--- config.mk ---
export PLATFORM = sky130hd
export DESIGN_NAME = usb_root_port
export DESIGN_NICKNAME = d
export VERILOG_FILES = /design/src/design/usb_port_pkg.sv /design/src/design/usb_rate_gen.sv /design/src/design/usb_root_port.sv
export SDC_FILE = /design/constraint.sdc
export NUM_CORES = 1
export LEC_CHECK = 0
export ABC_AREA = 0
export ABC_CLOCK_PERIOD_IN_PS = 2800
export BUFFER_PORTS_ARGS = -buffer_cell sky130_fd_sc_hd__buf_4
export CORE_UTILIZATION = 40
export CTS_CLUSTER_DIAMETER = 30
export CTS_CLUSTER_SIZE = 20
export DETAILED_ROUTE_END_ITERATION = 8
export HOLD_SLACK_MARGIN = 0.15
export PLACE_DENSITY = 0.6
export SLEW_MARGIN = 20
export SYNTH_ARGS = -nofsm -noshare
export SYNTH_HDL_FRONTEND = slang
export SYNTH_HIERARCHICAL = 1
export SYNTH_SLANG_ARGS = --single-unit
--- constraint.sdc ---
create_clock -name clk_i -period 2.8 [get_ports clk_i]
set_input_delay 0.42 -clock clk_i [delete_from_list [all_inputs] [get_ports clk_i]]
set_output_delay 0.42 -clock clk_i [all_outputs]
set_load 0.01 [all_outputs]
--- src/design/usb_port_pkg.sv ---
package usb_port_pkg;
  // clock rates
  localparam int CLK_KHZ        = 250000;
  localparam int SRC_KHZ        = 48000;
  localparam int SRC_PER_FS     = 4;
  localparam int SRC_PER_LS     = 32;
  // bit-time counts
  localparam int DEBOUNCE_BITS  = 30;
  localparam int EOP_SE0_BITS   = 16;
  localparam int EOP_J_BITS     = 8;
  // long timings
  localparam int RESET_TIME_MS   = 10;
  localparam int RESUME_TIME_MS  = 20;
  localparam int RECOVER_TIME_MS = 3;
  localparam int RESET_CYCLES    = RESET_TIME_MS * CLK_KHZ;
  localparam int RESUME_CYCLES   = RESUME_TIME_MS * CLK_KHZ;
  localparam int RECOVER_CYCLES  = RECOVER_TIME_MS * CLK_KHZ;
  localparam int TIMER_W         = 23;
  // register offsets
  localparam logic [3:0] ADDR_PORT = 4'h0;
  localparam logic [3:0] ADDR_HUB  = 4'h4;
  // port register write bits
  localparam int WB_DISABLE = 0;
  localparam int WB_ENABLE  = 1;
  localparam int WB_SUSPEND = 2;
  localparam int WB_RESUME  = 3;
  localparam int WB_RESET   = 4;
  // port register read bits
  localparam int RB_ATTACH    = 0;
  localparam int RB_ENABLED   = 1;
  localparam int RB_SUSPENDED = 2;
  localparam int RB_RST_ACT   = 4;
  localparam int RB_SLOW      = 9;
  localparam int CB_ATTACH    = 16;
  localparam int CB_SUSPEND   = 18;
  localparam int CB_RST_DONE  = 20;
  // hub register bits
  localparam int HB_STATE  = 0;
  localparam int HB_FIXED  = 2;
  localparam int HB_CHANGE = 3;
  // controller state field
  localparam logic [1:0] CTL_RESET   = 2'h0;
  localparam logic [1:0] CTL_RESUME  = 2'h1;
  localparam logic [1:0] CTL_OPER    = 2'h2;
  localparam logic [1:0] CTL_SUSPEND = 2'h3;
  localparam logic [1:0] CTL_RST_VAL = CTL_RESET;
  localparam logic       FIXED_RST_VAL = 1'h0;

  typedef enum logic [2:0] {
    PS_RUN, PS_RESET, PS_RESUME, PS_EOP, PS_RECOVER
  } port_state_type;
endpackage

--- src/design/usb_rate_gen.sv ---
`timescale 1ns/100ps
module usb_rate_gen
  import usb_port_pkg::*;
(
  // clock and reset
  input  wire logic clk_i,
  input  wire logic rst_i,
  // control
  input  wire logic run_i,
  input  wire logic ls_i,
  input  wire logic rx_active_i,
  input  wire logic rx_edge_i,
  // enables
  output logic      fs_en_o,
  output logic      bit_en_o
);
  localparam logic [8:0] ACC_STEP = 9'(SRC_KHZ / 1000);
  localparam logic [8:0] ACC_WRAP = 9'(CLK_KHZ / 1000);
  localparam logic [4:0] FS_LAST  = 5'(SRC_PER_FS - 1);
  localparam logic [4:0] LS_LAST  = 5'(SRC_PER_LS - 1);

  logic [8:0] acc_ff;
  logic [4:0] sc_ff;
  logic [4:0] rc_ff;
  logic [8:0] acc_sum;
  logic       tick;
  logic [4:0] rx_last;

  assign acc_sum = acc_ff + ACC_STEP;
  assign tick    = acc_sum >= ACC_WRAP;
  assign rx_last = ls_i ? LS_LAST : FS_LAST;

  // 48 MHz source tick by phase accumulation
  always_ff @(posedge clk_i) begin
    if (rst_i) begin
      acc_ff <= 9'h000;
    end else begin
      acc_ff <= tick ? acc_sum - ACC_WRAP : acc_sum;
    end
  end

  // static divider for frame and data rates
  always_ff @(posedge clk_i) begin
    if (rst_i) begin
      sc_ff <= 5'h00;
    end else if (tick) begin
      sc_ff <= sc_ff + 5'h01;
    end
  end

  // receive phase counter, realigned on every line edge
  always_ff @(posedge clk_i) begin
    if (rst_i || rx_edge_i) begin
      rc_ff <= 5'h00;
    end else if (tick) begin
      rc_ff <= (rc_ff == rx_last) ? 5'h00 : rc_ff + 5'h01;
    end
  end

  always_ff @(posedge clk_i) begin
    if (rst_i) begin
      fs_en_o  <= 1'b0;
      bit_en_o <= 1'b0;
    end else begin
      fs_en_o  <= run_i && tick && (sc_ff[1:0] == FS_LAST[1:0]);
      if (rx_active_i) begin
        bit_en_o <= run_i && tick && (rc_ff == (rx_last >> 1));
      end else if (ls_i) begin
        bit_en_o <= run_i && tick && (sc_ff == LS_LAST);
      end else begin
        bit_en_o <= run_i && tick && (sc_ff[1:0] == FS_LAST[1:0]);
      end
    end
  end
endmodule

--- src/design/usb_root_port.sv ---
// Our own choices: the register addresses and the plain strobed port.
`timescale 1ns/100ps
// How it works
// - idle port declares attach after 30 bit times of non-SE0 line
// - detach declared after 30 bit times of continuous SE0
// - attach change flag set whenever the attach flag flips
// - slow device flag taken from line state at attach
// - low-speed device inverts transmit and receive bit streams
// - fixed device flag forces attach flag reads to one
// - after reset, normal attach detection sets change and slow flags
// - port commands without a device are ignored and set attach change
// - detach clears enabled and suspended flags
// - port reset drives SE0 10 ms, then enables and flags completion
// - enable only by command or reset end; disable if busy at EOF
// - disabled port forwards nothing, only detach is seen
// - enabled port forwards all; low speed downstream only after preamble
// - suspend command sets suspended; no downstream traffic then
// - suspended port wakes on resume command, J-to-K or detach
// - resume: 20 ms K, low-speed EOP, 3 ms forwarding, then flags
// - detach while suspended: no resume, set attach change, unsuspend
// - suspended port ignores controller resume; its wake forces resume
// - any change flag raises hub interrupt; write one clears it
// - 12 MHz frame clock from 48 MHz, stopped while controller state is suspended
// - data clock 1.5 MHz after preamble until response done
// - receive clock realigned to line edges, back to static after
// - controller state encodes reset, resume, operational, suspended
module usb_root_port
  import usb_port_pkg::*;
#(
  parameter int RESET_CYC   = RESET_CYCLES,
  parameter int RESUME_CYC  = RESUME_CYCLES,
  parameter int RECOVER_CYC = RECOVER_CYCLES
) (
  // clock and reset
  input  wire logic        clk_i,
  input  wire logic        rst_i,
  // register port
  input  wire logic [3:0]  addr_i,
  input  wire logic [31:0] wdata_i,
  input  wire logic        wr_i,
  input  wire logic        rd_i,
  output logic      [31:0] rdata_o,
  // line pins
  input  wire logic        line_dp_i,
  input  wire logic        line_dm_i,
  output logic             line_dp_o,
  output logic             line_dm_o,
  output logic             line_oe_o,
  // serial engine
  input  wire logic        tx_valid_i,
  input  wire logic        tx_j_i,
  input  wire logic        tx_se0_i,
  input  wire logic        rx_active_i,
  input  wire logic        pre_token_i,
  input  wire logic        ls_done_i,
  input  wire logic        eof_i,
  output logic             rx_valid_o,
  output logic             rx_j_o,
  output logic             rx_se0_o,
  output logic             fs_en_o,
  output logic             bit_en_o,
  output logic             ls_mode_o,
  // hub status
  output logic             hub_change_o,
  output logic      [1:0]  controller_state_o,
  output logic             resume_seen_o
);
  localparam logic [4:0] DEB_LAST = 5'(DEBOUNCE_BITS);
  localparam logic [TIMER_W-1:0] EOP_LAST =
    TIMER_W'(EOP_SE0_BITS + EOP_J_BITS - 1);
  localparam logic [TIMER_W-1:0] EOP_J = TIMER_W'(EOP_J_BITS);

  port_state_type     st_ff;
  logic [TIMER_W-1:0] timer_ff;
  logic       dp_m_ff, dp_s_ff, dm_m_ff, dm_s_ff;
  logic [1:0] prev_ls_ff;
  logic       prev_j_ff;
  logic [4:0] deb_ff;
  logic       current_attach_flag_ff;
  logic       slow_device_flag_ff;
  logic       attach_change_flag_ff;
  logic       port_enabled_flag_ff;
  logic       port_suspended_flag_ff;
  logic       suspend_change_flag_ff;
  logic       reset_active_flag_ff;
  logic       reset_done_change_flag_ff;
  logic       fixed_device_flag_ff;
  logic [1:0] ctl_ff;
  logic       ls_win_ff;

  logic se0, line_j, line_k, settled, attach_evt, detach_evt;
  logic cmd_wr, cmd_any, cmd_ok, hub_wr, timer_zero;
  logic reset_end, recover_end, wake_line, start_resume, start_reset;
  logic eof_busy, down_ok, hub_k, rx_edge;

  // pin synchronisers
  always_ff @(posedge clk_i) begin
    if (rst_i) begin
      dp_m_ff <= 1'b0;
      dp_s_ff <= 1'b0;
      dm_m_ff <= 1'b0;
      dm_s_ff <= 1'b0;
    end else begin
      dp_m_ff <= line_dp_i;
      dp_s_ff <= dp_m_ff;
      dm_m_ff <= line_dm_i;
      dm_s_ff <= dm_m_ff;
    end
  end

  assign se0    = !dp_s_ff && !dm_s_ff;
  assign line_j = slow_device_flag_ff ? (dm_s_ff && !dp_s_ff)
                                      : (dp_s_ff && !dm_s_ff);
  assign line_k = slow_device_flag_ff ? (dp_s_ff && !dm_s_ff)
                                      : (dm_s_ff && !dp_s_ff);
  assign rx_edge = rx_active_i && (prev_ls_ff[1] != dp_s_ff);

  // debounce of attach and detach
  always_ff @(posedge clk_i) begin
    if (rst_i) begin
      prev_ls_ff <= 2'h0;
      prev_j_ff  <= 1'b0;
      deb_ff     <= 5'h00;
    end else begin
      prev_ls_ff <= {dp_s_ff, dm_s_ff};
      prev_j_ff  <= line_j;
      if (line_oe_o || prev_ls_ff != {dp_s_ff, dm_s_ff}) begin
        deb_ff <= 5'h00;
      end else if (fs_en_o && deb_ff != DEB_LAST) begin
        deb_ff <= deb_ff + 5'h01;
      end
    end
  end

  assign settled    = deb_ff == DEB_LAST &&
                      prev_ls_ff == {dp_s_ff, dm_s_ff};
  assign attach_evt = settled && !se0 && !current_attach_flag_ff;
  assign detach_evt = settled && se0 && current_attach_flag_ff;

  // command decode
  assign cmd_wr  = wr_i && addr_i == ADDR_PORT;
  assign hub_wr  = wr_i && addr_i == ADDR_HUB;
  assign cmd_any = cmd_wr && (|wdata_i[WB_RESET:WB_DISABLE]);
  assign cmd_ok  = cmd_any && current_attach_flag_ff;
  assign timer_zero  = timer_ff == '0;
  assign reset_end   = st_ff == PS_RESET && timer_zero;
  assign recover_end = st_ff == PS_RECOVER && timer_zero && !detach_evt;
  assign start_reset = st_ff == PS_RUN && cmd_ok && wdata_i[WB_RESET];
  assign wake_line   = st_ff == PS_RUN && port_suspended_flag_ff &&
                       port_enabled_flag_ff && prev_j_ff && line_k;
  assign start_resume = st_ff == PS_RUN && port_suspended_flag_ff &&
                        !detach_evt && !start_reset &&
                        ((cmd_ok && wdata_i[WB_RESUME]) || wake_line);
  assign eof_busy = eof_i && st_ff == PS_RUN && !line_oe_o && !line_j;

  // port sequencer
  always_ff @(posedge clk_i) begin
    if (rst_i) begin
      st_ff    <= PS_RUN;
      timer_ff <= '0;
    end else begin
      case (st_ff)
        PS_RUN: begin
          if (start_reset) begin
            st_ff    <= PS_RESET;
            timer_ff <= TIMER_W'(RESET_CYC - 1);
          end else if (start_resume) begin
            st_ff    <= PS_RESUME;
            timer_ff <= TIMER_W'(RESUME_CYC - 1);
          end
        end
        PS_RESET, PS_RECOVER: begin
          if (timer_zero || detach_evt) begin
            st_ff <= PS_RUN;
          end else begin
            timer_ff <= timer_ff - 1'b1;
          end
        end
        PS_RESUME: begin
          if (timer_zero) begin
            st_ff    <= PS_EOP;
            timer_ff <= EOP_LAST;
          end else begin
            timer_ff <= timer_ff - 1'b1;
          end
        end
        PS_EOP: begin
          if (fs_en_o && timer_zero) begin
            st_ff    <= PS_RECOVER;
            timer_ff <= TIMER_W'(RECOVER_CYC - 1);
          end else if (fs_en_o) begin
            timer_ff <= timer_ff - 1'b1;
          end
        end
        default: begin
          st_ff <= PS_RUN;
        end
      endcase
    end
  end

  // attach state
  always_ff @(posedge clk_i) begin
    if (rst_i) begin
      current_attach_flag_ff <= 1'b0;
      slow_device_flag_ff    <= 1'b0;
      attach_change_flag_ff  <= 1'b0;
    end else begin
      if (attach_evt) begin
        current_attach_flag_ff <= 1'b1;
        slow_device_flag_ff    <= dm_s_ff;
      end else if (detach_evt) begin
        current_attach_flag_ff <= 1'b0;
      end
      if (attach_evt || detach_evt || (cmd_any && !current_attach_flag_ff))
        attach_change_flag_ff <= 1'b1;
      else if (cmd_wr && wdata_i[CB_ATTACH])
        attach_change_flag_ff <= 1'b0;
    end
  end

  // enable, suspend and reset flags
  always_ff @(posedge clk_i) begin
    if (rst_i) begin
      port_enabled_flag_ff      <= 1'b0;
      port_suspended_flag_ff    <= 1'b0;
      suspend_change_flag_ff    <= 1'b0;
      reset_active_flag_ff      <= 1'b0;
      reset_done_change_flag_ff <= 1'b0;
    end else begin
      if (detach_evt || eof_busy) begin
        port_enabled_flag_ff <= 1'b0;
      end else if (reset_end || (cmd_ok && wdata_i[WB_ENABLE])) begin
        port_enabled_flag_ff <= 1'b1;
      end else if (cmd_ok && wdata_i[WB_DISABLE]) begin
        port_enabled_flag_ff <= 1'b0;
      end
      if (detach_evt || reset_end || recover_end) begin
        port_suspended_flag_ff <= 1'b0;
      end else if (cmd_ok && wdata_i[WB_SUSPEND]) begin
        port_suspended_flag_ff <= 1'b1;
      end
      if (reset_end) begin
        suspend_change_flag_ff <= 1'b0;
      end else if (recover_end) begin
        suspend_change_flag_ff <= 1'b1;
      end else if (cmd_wr && wdata_i[CB_SUSPEND]) begin
        suspend_change_flag_ff <= 1'b0;
      end
      if (start_reset) begin
        reset_active_flag_ff <= 1'b1;
      end else if (st_ff != PS_RESET) begin
        reset_active_flag_ff <= 1'b0;
      end
      if (reset_end) begin
        reset_done_change_flag_ff <= 1'b1;
      end else if (cmd_wr && wdata_i[CB_RST_DONE]) begin
        reset_done_change_flag_ff <= 1'b0;
      end
    end
  end

  // hub control and controller state
  always_ff @(posedge clk_i) begin
    if (rst_i) begin
      ctl_ff               <= CTL_RST_VAL;
      fixed_device_flag_ff <= FIXED_RST_VAL;
      resume_seen_o        <= 1'b0;
    end else begin
      resume_seen_o <= ctl_ff == CTL_SUSPEND && wake_line;
      if (ctl_ff == CTL_SUSPEND && wake_line) begin
        ctl_ff <= CTL_RESUME;
      end else if (hub_wr) begin
        ctl_ff <= wdata_i[HB_STATE +: 2];
      end
      if (hub_wr) begin
        fixed_device_flag_ff <= wdata_i[HB_FIXED];
      end
    end
  end

  assign hub_change_o = attach_change_flag_ff || suspend_change_flag_ff ||
                        reset_done_change_flag_ff;
  assign controller_state_o = ctl_ff;

  // low-speed window after a preamble
  always_ff @(posedge clk_i) begin
    if (rst_i) begin
      ls_win_ff <= 1'b0;
    end else if (ls_done_i || detach_evt) begin
      ls_win_ff <= 1'b0;
    end else if (pre_token_i) begin
      ls_win_ff <= 1'b1;
    end
  end

  assign ls_mode_o = slow_device_flag_ff && ls_win_ff;
  assign down_ok   = port_enabled_flag_ff &&
                     ((st_ff == PS_RUN && !port_suspended_flag_ff) ||
                      st_ff == PS_RECOVER) &&
                     (!slow_device_flag_ff || ls_win_ff);
  assign hub_k     = ctl_ff == CTL_RESUME && port_enabled_flag_ff &&
                     !port_suspended_flag_ff && st_ff == PS_RUN;

  // line drive
  always_ff @(posedge clk_i) begin
    if (rst_i) begin
      line_dp_o <= 1'b0;
      line_dm_o <= 1'b0;
      line_oe_o <= 1'b0;
    end else begin
      line_oe_o <= 1'b1;
      case (st_ff)
        PS_RESET: begin
          line_dp_o <= 1'b0;
          line_dm_o <= 1'b0;
        end
        PS_RESUME: begin
          line_dp_o <= slow_device_flag_ff;
          line_dm_o <= !slow_device_flag_ff;
        end
        PS_EOP: begin
          line_dp_o <= timer_ff < EOP_J && !slow_device_flag_ff;
          line_dm_o <= timer_ff < EOP_J && slow_device_flag_ff;
        end
        default: begin
          if (hub_k) begin
            line_dp_o <= slow_device_flag_ff;
            line_dm_o <= !slow_device_flag_ff;
          end else if (down_ok && tx_valid_i) begin
            line_dp_o <= !tx_se0_i && (tx_j_i ^ slow_device_flag_ff);
            line_dm_o <= !tx_se0_i && !(tx_j_i ^ slow_device_flag_ff);
          end else begin
            line_oe_o <= 1'b0;
            line_dp_o <= 1'b0;
            line_dm_o <= 1'b0;
          end
        end
      endcase
    end
  end

  // upstream forwarding
  always_ff @(posedge clk_i) begin
    if (rst_i) begin
      rx_valid_o <= 1'b0;
      rx_j_o     <= 1'b0;
      rx_se0_o   <= 1'b0;
    end else begin
      rx_valid_o <= port_enabled_flag_ff && !line_oe_o;
      rx_j_o     <= dp_s_ff ^ slow_device_flag_ff;
      rx_se0_o   <= se0;
    end
  end

  usb_rate_gen usb_rate_gen_inst (
    .clk_i       (clk_i),
    .rst_i       (rst_i),
    .run_i       (ctl_ff != CTL_SUSPEND),
    .ls_i        (ls_mode_o),
    .rx_active_i (rx_active_i),
    .rx_edge_i   (rx_edge),
    .fs_en_o     (fs_en_o),
    .bit_en_o    (bit_en_o)
  );

  // register read
  always_ff @(posedge clk_i) begin
    if (rst_i) begin
      rdata_o <= 32'h0000_0000;
    end else begin
      rdata_o <= 32'h0000_0000;
      if (rd_i && addr_i == ADDR_PORT) begin
        rdata_o[RB_ATTACH] <= current_attach_flag_ff ||
                              fixed_device_flag_ff;
        rdata_o[RB_ENABLED]   <= port_enabled_flag_ff;
        rdata_o[RB_SUSPENDED] <= port_suspended_flag_ff;
        rdata_o[RB_RST_ACT]   <= reset_active_flag_ff;
        rdata_o[RB_SLOW]      <= slow_device_flag_ff;
        rdata_o[CB_ATTACH]    <= attach_change_flag_ff;
        rdata_o[CB_SUSPEND]   <= suspend_change_flag_ff;
        rdata_o[CB_RST_DONE]  <= reset_done_change_flag_ff;
      end else if (rd_i && addr_i == ADDR_HUB) begin
        rdata_o[HB_STATE +: 2] <= ctl_ff;
        rdata_o[HB_FIXED]      <= fixed_device_flag_ff;
        rdata_o[HB_CHANGE]     <= hub_change_o;
      end
    end
  end
endmodule

# ---- Word-level counts from Yosys, hierarchy flattened
# Cells that the tools add are included.
dict set report op_classes {
  addsub 6
  order_cmp 2
  eq_ne 24
  mux 45
  n_bitwise 4
  reduce_logical 110
}
# op n
set op_table {}
lappend op_table {{2-to-1 mux 23 bit} 6}
lappend op_table {{one-hot mux 23 bit (4 select lines)} 1}
lappend op_table {{logical AND 1 bit} 58}
lappend op_table {{2-to-1 mux 1 bit} 25}
lappend op_table {{logical NOT 23 bit} 1}
lappend op_table {{< comparator 23 x 4 -> 1 bit, second input constant} 1}
lappend op_table {{subtractor 23 x 1 -> 23 bit, second input constant} 1}
lappend op_table {{2-to-1 mux 3 bit} 6}
lappend op_table {{logical OR 1 bit} 16}
lappend op_table {{OR reduction 2 bit} 8}
lappend op_table {{adder 5 x 1 -> 5 bit, second input constant} 3}
lappend op_table {{nonzero test 2 bit} 7}
lappend op_table {{logical NOT 1 bit} 12}
lappend op_table {{one-hot mux 3 bit (4 select lines)} 1}
lappend op_table {{equality test 5 bit, second input constant} 2}
lappend op_table {{2-to-1 mux 5 bit} 2}
lappend op_table {{!= test 2 bit, second input constant} 5}
lappend op_table {{adder 9 x 6 -> 9 bit, second input constant} 1}
lappend op_table {{greater-or-equal comparator 9 x 8 -> 1 bit, second input constant} 1}
lappend op_table {{2-to-1 mux 9 bit} 1}
lappend op_table {{subtractor 9 x 8 -> 9 bit, second input constant} 1}
lappend op_table {{AND reduction 4 bit} 2}
lappend op_table {{equality test 3 x 2 -> 1 bit, second input constant} 2}
lappend op_table {{one-hot mux 1 bit (3 select lines)} 2}
lappend op_table {{22 further kinds} 26}
dict set report totals {
  ff_bits 110
  output_inout_bits 45
  wordCells 228
}

# ---- Logic depth before layout (Yosys ltp)
dict set report depth {
  word_depth 12
  mapped_depth 10
  depth_no_buf 8
}

# ---- Hierarchy
# Netlist, hierarchy kept.
# module instances cells_each area_per_inst_um2
set modules_own_cells {}
lappend modules_own_cells {usb_root_port 1 449 3688.5}
lappend modules_own_cells {usb_rate_gen 1 117 1078.5}

# ---- Least setup slack after synthesis
# Ideal clock, no wire load.
dict set report synth_path {
  path_kind {register to register}
  start {register timer_ff[0]}
  end {register timer_ff[7]}
  setup_time_ns 0.086
  arrival_time_ns 2.235
  t_required_ns 2.714
  setup_slack_ns 0.479
  path_stages_with_launch 9
  period_less_slack_ns 2.321
  path_cell_list {dfxtp_1 -> inv_1 -> ha_1 -> or4b_2 -> nor4_4 -> nand2_2 -> nor3_4 -> o311ai_1 -> a221oi_2}
}
dict set report synth_via {
  elab_chain_cells 4
  elab_cells_between_ends 12
}
# item line
set synth_lines {}
lappend synth_lines {{start: declaration} usb_root_port.sv:74} ;# logic [TIMER_W-1:0] timer_ff;
lappend synth_lines {{start signal: assignment} usb_root_port.sv:166} ;# timer_ff <= TIMER_W'(RESET_CYC - 1);
lappend synth_lines {{start signal: assignment} usb_root_port.sv:169} ;# timer_ff <= TIMER_W'(RESUME_CYC - 1);
lappend synth_lines {{start signal: assignment} usb_root_port.sv:176} ;# timer_ff <= timer_ff - 1'b1;
lappend synth_lines {{subtractor 23 x 1 -> 23 bit / logical NOT 23 bit (equally long branches)} --}
lappend synth_lines {{2-to-1 mux 23 bit, or another cell as far along} usb_root_port.sv:191} ;# end else if (fs_en_o) begin
lappend synth_lines {{2-to-1 mux 23 bit, or another cell as far along} usb_root_port.sv:188} ;# if (fs_en_o && timer_zero) begin
lappend synth_lines {{one-hot mux 23 bit (4 select lines) / AND reduction 4 bit (equally long branches)} --}
# Several ways; a longest one is shown, not always the timed one. The select of a mux whose other input is x is not followed.
# A chain may end at the register's enable or synchronous reset.

# ---- Worst setup path after layout
dict set report layout_path {
  start {register timer_ff[0]}
  end {register timer_ff[4]}
}
# The elaborated chain is that of the path after synthesis.

==> flow_metrics.tcl <==
set metrics [dict create \
    synth_seq_cells 86 \
    drive_above_1_share_pct 19.4 \
    synth.avg_cell_area_um2 8.42 \
    crit_path_end_kind "flop" \
    cts_max_level 3 \
    timing.final.crit_period_ns 2.66 \
    yosysSeqAreaShare_pct 36.1 \
    drt-initial-drc-count 384 \
    antenna_cells 0 \
    grt_pass1_wl_um 19600 \
    drc 32 \
    timing.fmax_mhz 376 \
    wire_per_inst_um 15.5 \
    clock_path_buffers 2 \
    core_area_um2 11500 \
    dieHeight_um 111 \
    crit_chain "inv_1 -> ha_1 -> or4b_2 -> nor4_4 -> buf_4 -> a211o_1 -> buf_4 -> a21oi_1 -> a2111o_1 -> a21oi_1" \
    synth_edf_count 0 \
    slew_headroom_pct 29.4 \
    layout_common_cells "86 x dfxtp_1, 73 x buf_4, 47 x nor2_1, 41 x nand2_1, 41 x a21oi_1" \
    die-area_um2 12400 \
    final_area_um2 5650 \
    crit_path_start "timer_ff[0]" \
    slew_violations 0 \
    ys_types 80 \
    cts_sinks 86 \
    finalNetCount 685 \
    status "finished with violations" \
    pwr_density_cell_nw_per_um2 962 \
    antenna_left 0 \
    ys.flop_type "dfxtp_1" \
    grt_pass1_vias 3941 \
    tightest_slew_ns 1.05 \
    fin_ws_ns 0.142 \
    min_period_over_period_pct 94.9 \
    n_fill_cell 1077 \
    multi_input_area_um2 2770 \
    grt_most_used_layer "met2" \
    hold_depth 2 \
    worstPathMaxFanout 6 \
    cp-start-kind "flop" \
    hold_buffers 0 \
    rows 39 \
    dpl.hpwl_um 8530 \
    num_io_pins 94 \
    cts_made_buffers 9 \
    placed_cell_area_um2 5300 \
    syn_area_um2 4770 \
    regArea_um2 1720 \
    met2_usage_pct 29.9 \
    cts_root_buffer "clkbuf_16" \
    grt_start_max_net_pins 80 \
    synth_warnings 6 \
    hold_viol_final 0 \
    clock-skew-final_ns 0.00668 \
    dp.cells 755 \
    io_buffers 46 \
    cts.clk_slew.worst_paths_ns 0.07 \
    start_util_pct 41.4 \
    critPathRequiredTime_ns 3.07 \
    place_congestion 0.881 \
    rr_startpoint "timer_ff[0]" \
    cpPeakStageDelay_ns 0.63 \
    hold_path_class "in2reg" \
    grt_util_met3_pct 3.88 \
    worst_ep_arrival_time_ns 2.93 \
    drt_pass1_iterations 7 \
    critPathKind "reg2reg" \
    maxCapViolCount 0 \
    cp_slowest_cell "or4b_2" \
    reg2reg_slack_ns 0.14 \
    cts_tree "yes" \
    cp-endpoint "timer_ff[4]" \
    num_vias 4354 \
    regToRegEndpoint "timer_ff[4]" \
    vias_per_cell 5.63 \
    rr_worst_depth 10 \
    synthArstFlopShare_pct 0 \
    whs_ns 0.232 \
    grt_usage_pct 19.8 \
    die_x_um 111 \
    rsz0062_at_grt "false" \
    path_buf_inv 3 \
    finalSetupTns_ns 0 \
    globalRouteMet1Util_pct 26.4 \
    clock_latency_ns 0.35 \
    postSynthCellCount 566 \
    antenna_found_initial 0 \
    drt_wl_total_um 12000 \
    overflow 0 \
    finalNonFillerCells 773 \
    dp_slack_ns 0.176 \
    cp.depth 10 \
    setup_viol 0 \
    final_common_cell "dfxtp_1" \
    peakVddDrop_uv 428 \
    path_delay_family "simple AND/OR/NAND/NOR gates" \
    violations "design-rule violations" \
    syn_to_final_growth_pct 18.6 \
    p_leak_nw 2.27 \
]
==> power breakdown <==
group	leakage, nW	switching [mW]	internal [mW]
combinational	1.41	1.47	1.01
clock	0.162	0.517	0.830
sequential	0.700	0.202	1.40
==> how the worst min path moves through the flow <==
stage	from	endpoint	slack, ns
after floorplan	dm_m_ff	dm_s_ff	0.41
after CTS	ls_done_i	ls_win_ff	0.23
after global placement	attach_change_flag_ff	attach_change_flag_ff	0.45
after detailed placement	dm_m_ff	dm_s_ff	0.46
final	ls_done_i	ls_win_ff	0.23
after global routing	ls_done_i	ls_win_ff	0.23
==> logic make-up after synthesis <==
group,Yosys count,synth area share (%)
xor+xnor,22,4.20
fa+ha+maj,11,2.89
other cells,1,0.0787
simple gates,227,26.3
mux,11,2.36
compound gates,141,20.5
flops,86,36.1
buf+inv,67,7.51
==> metal layers <==
| layer | part of all wire [%] | vias up |
|---|---|---|
| li1 | - | 2135 |
| met1 | 47 | 2057 |
| met2 | 45 | 132 |
| met3 | 5.8 | 30 |
| met4 | 3.1 | 0 |
| met5 | 0 | - |
==> per-stage QoR <==
stage	utilization, %	total power, mW
3_3_place_gp	46.0	4.01
2_1_floorplan	-	3.32
6_report	49.1	5.44
3_5_place_dp	46.0	4.04
4_1_cts	48.9	5.39
5_1_grt	49.1	5.78
==> cell usage after synthesis (all sizes together) (9+ instances only) <==
cell type | count | share of area (%)
a21oi | 42 | 4.5
buf | 32 | 4.7
and2 | 12 | 1.6
ha | 11 | 2.9
nor3 | 28 | 3.4
nand2 | 42 | 3.4
or3 | 9 | 1.3
mux2i | 9 | 1.9
inv | 18 | 1.4
xor2 | 14 | 2.7
nand3 | 15 | 1.6
a211oi | 12 | 1.9
nor2 | 49 | 4.0
o21ai | 21 | 2.3
nand2b | 9 | 1.2
dfxtp | 86 | 36
nor4 | 9 | 1.5
nor2b | 11 | 1.4
clkbuf | 17 | 1.4
==> cell type report <==
type | count | share of cell area [%]
clock inverter | 5 | 1.44
sequential | 86 | 30.4
multi-input combinational | 435 | 49.0
tap | 143 | 3.16
inverter | 18 | 1.19
clock buffer | 11 | 4.47
timing repair buffer | 75 | 10.3
==> sequential cells by signal (all words and copies together) (netlist names), 2 cells and up <==
register,count
usb_rate_gen_inst/acc_ff,8
st_ff,3
rdata_o,9
controller_state_o,2
timer_ff,23
deb_ff,5
prev_ls_ff,2
usb_rate_gen_inst/sc_ff,5
usb_rate_gen_inst/rc_ff,5
==> repair_timing <==
action / in CTS / in global routing
resized for setup: 0 / 1
buffers inserted: 0 / 1
setup endpoints to repair: 0 / 1
(Power assumes the default switching activity.)
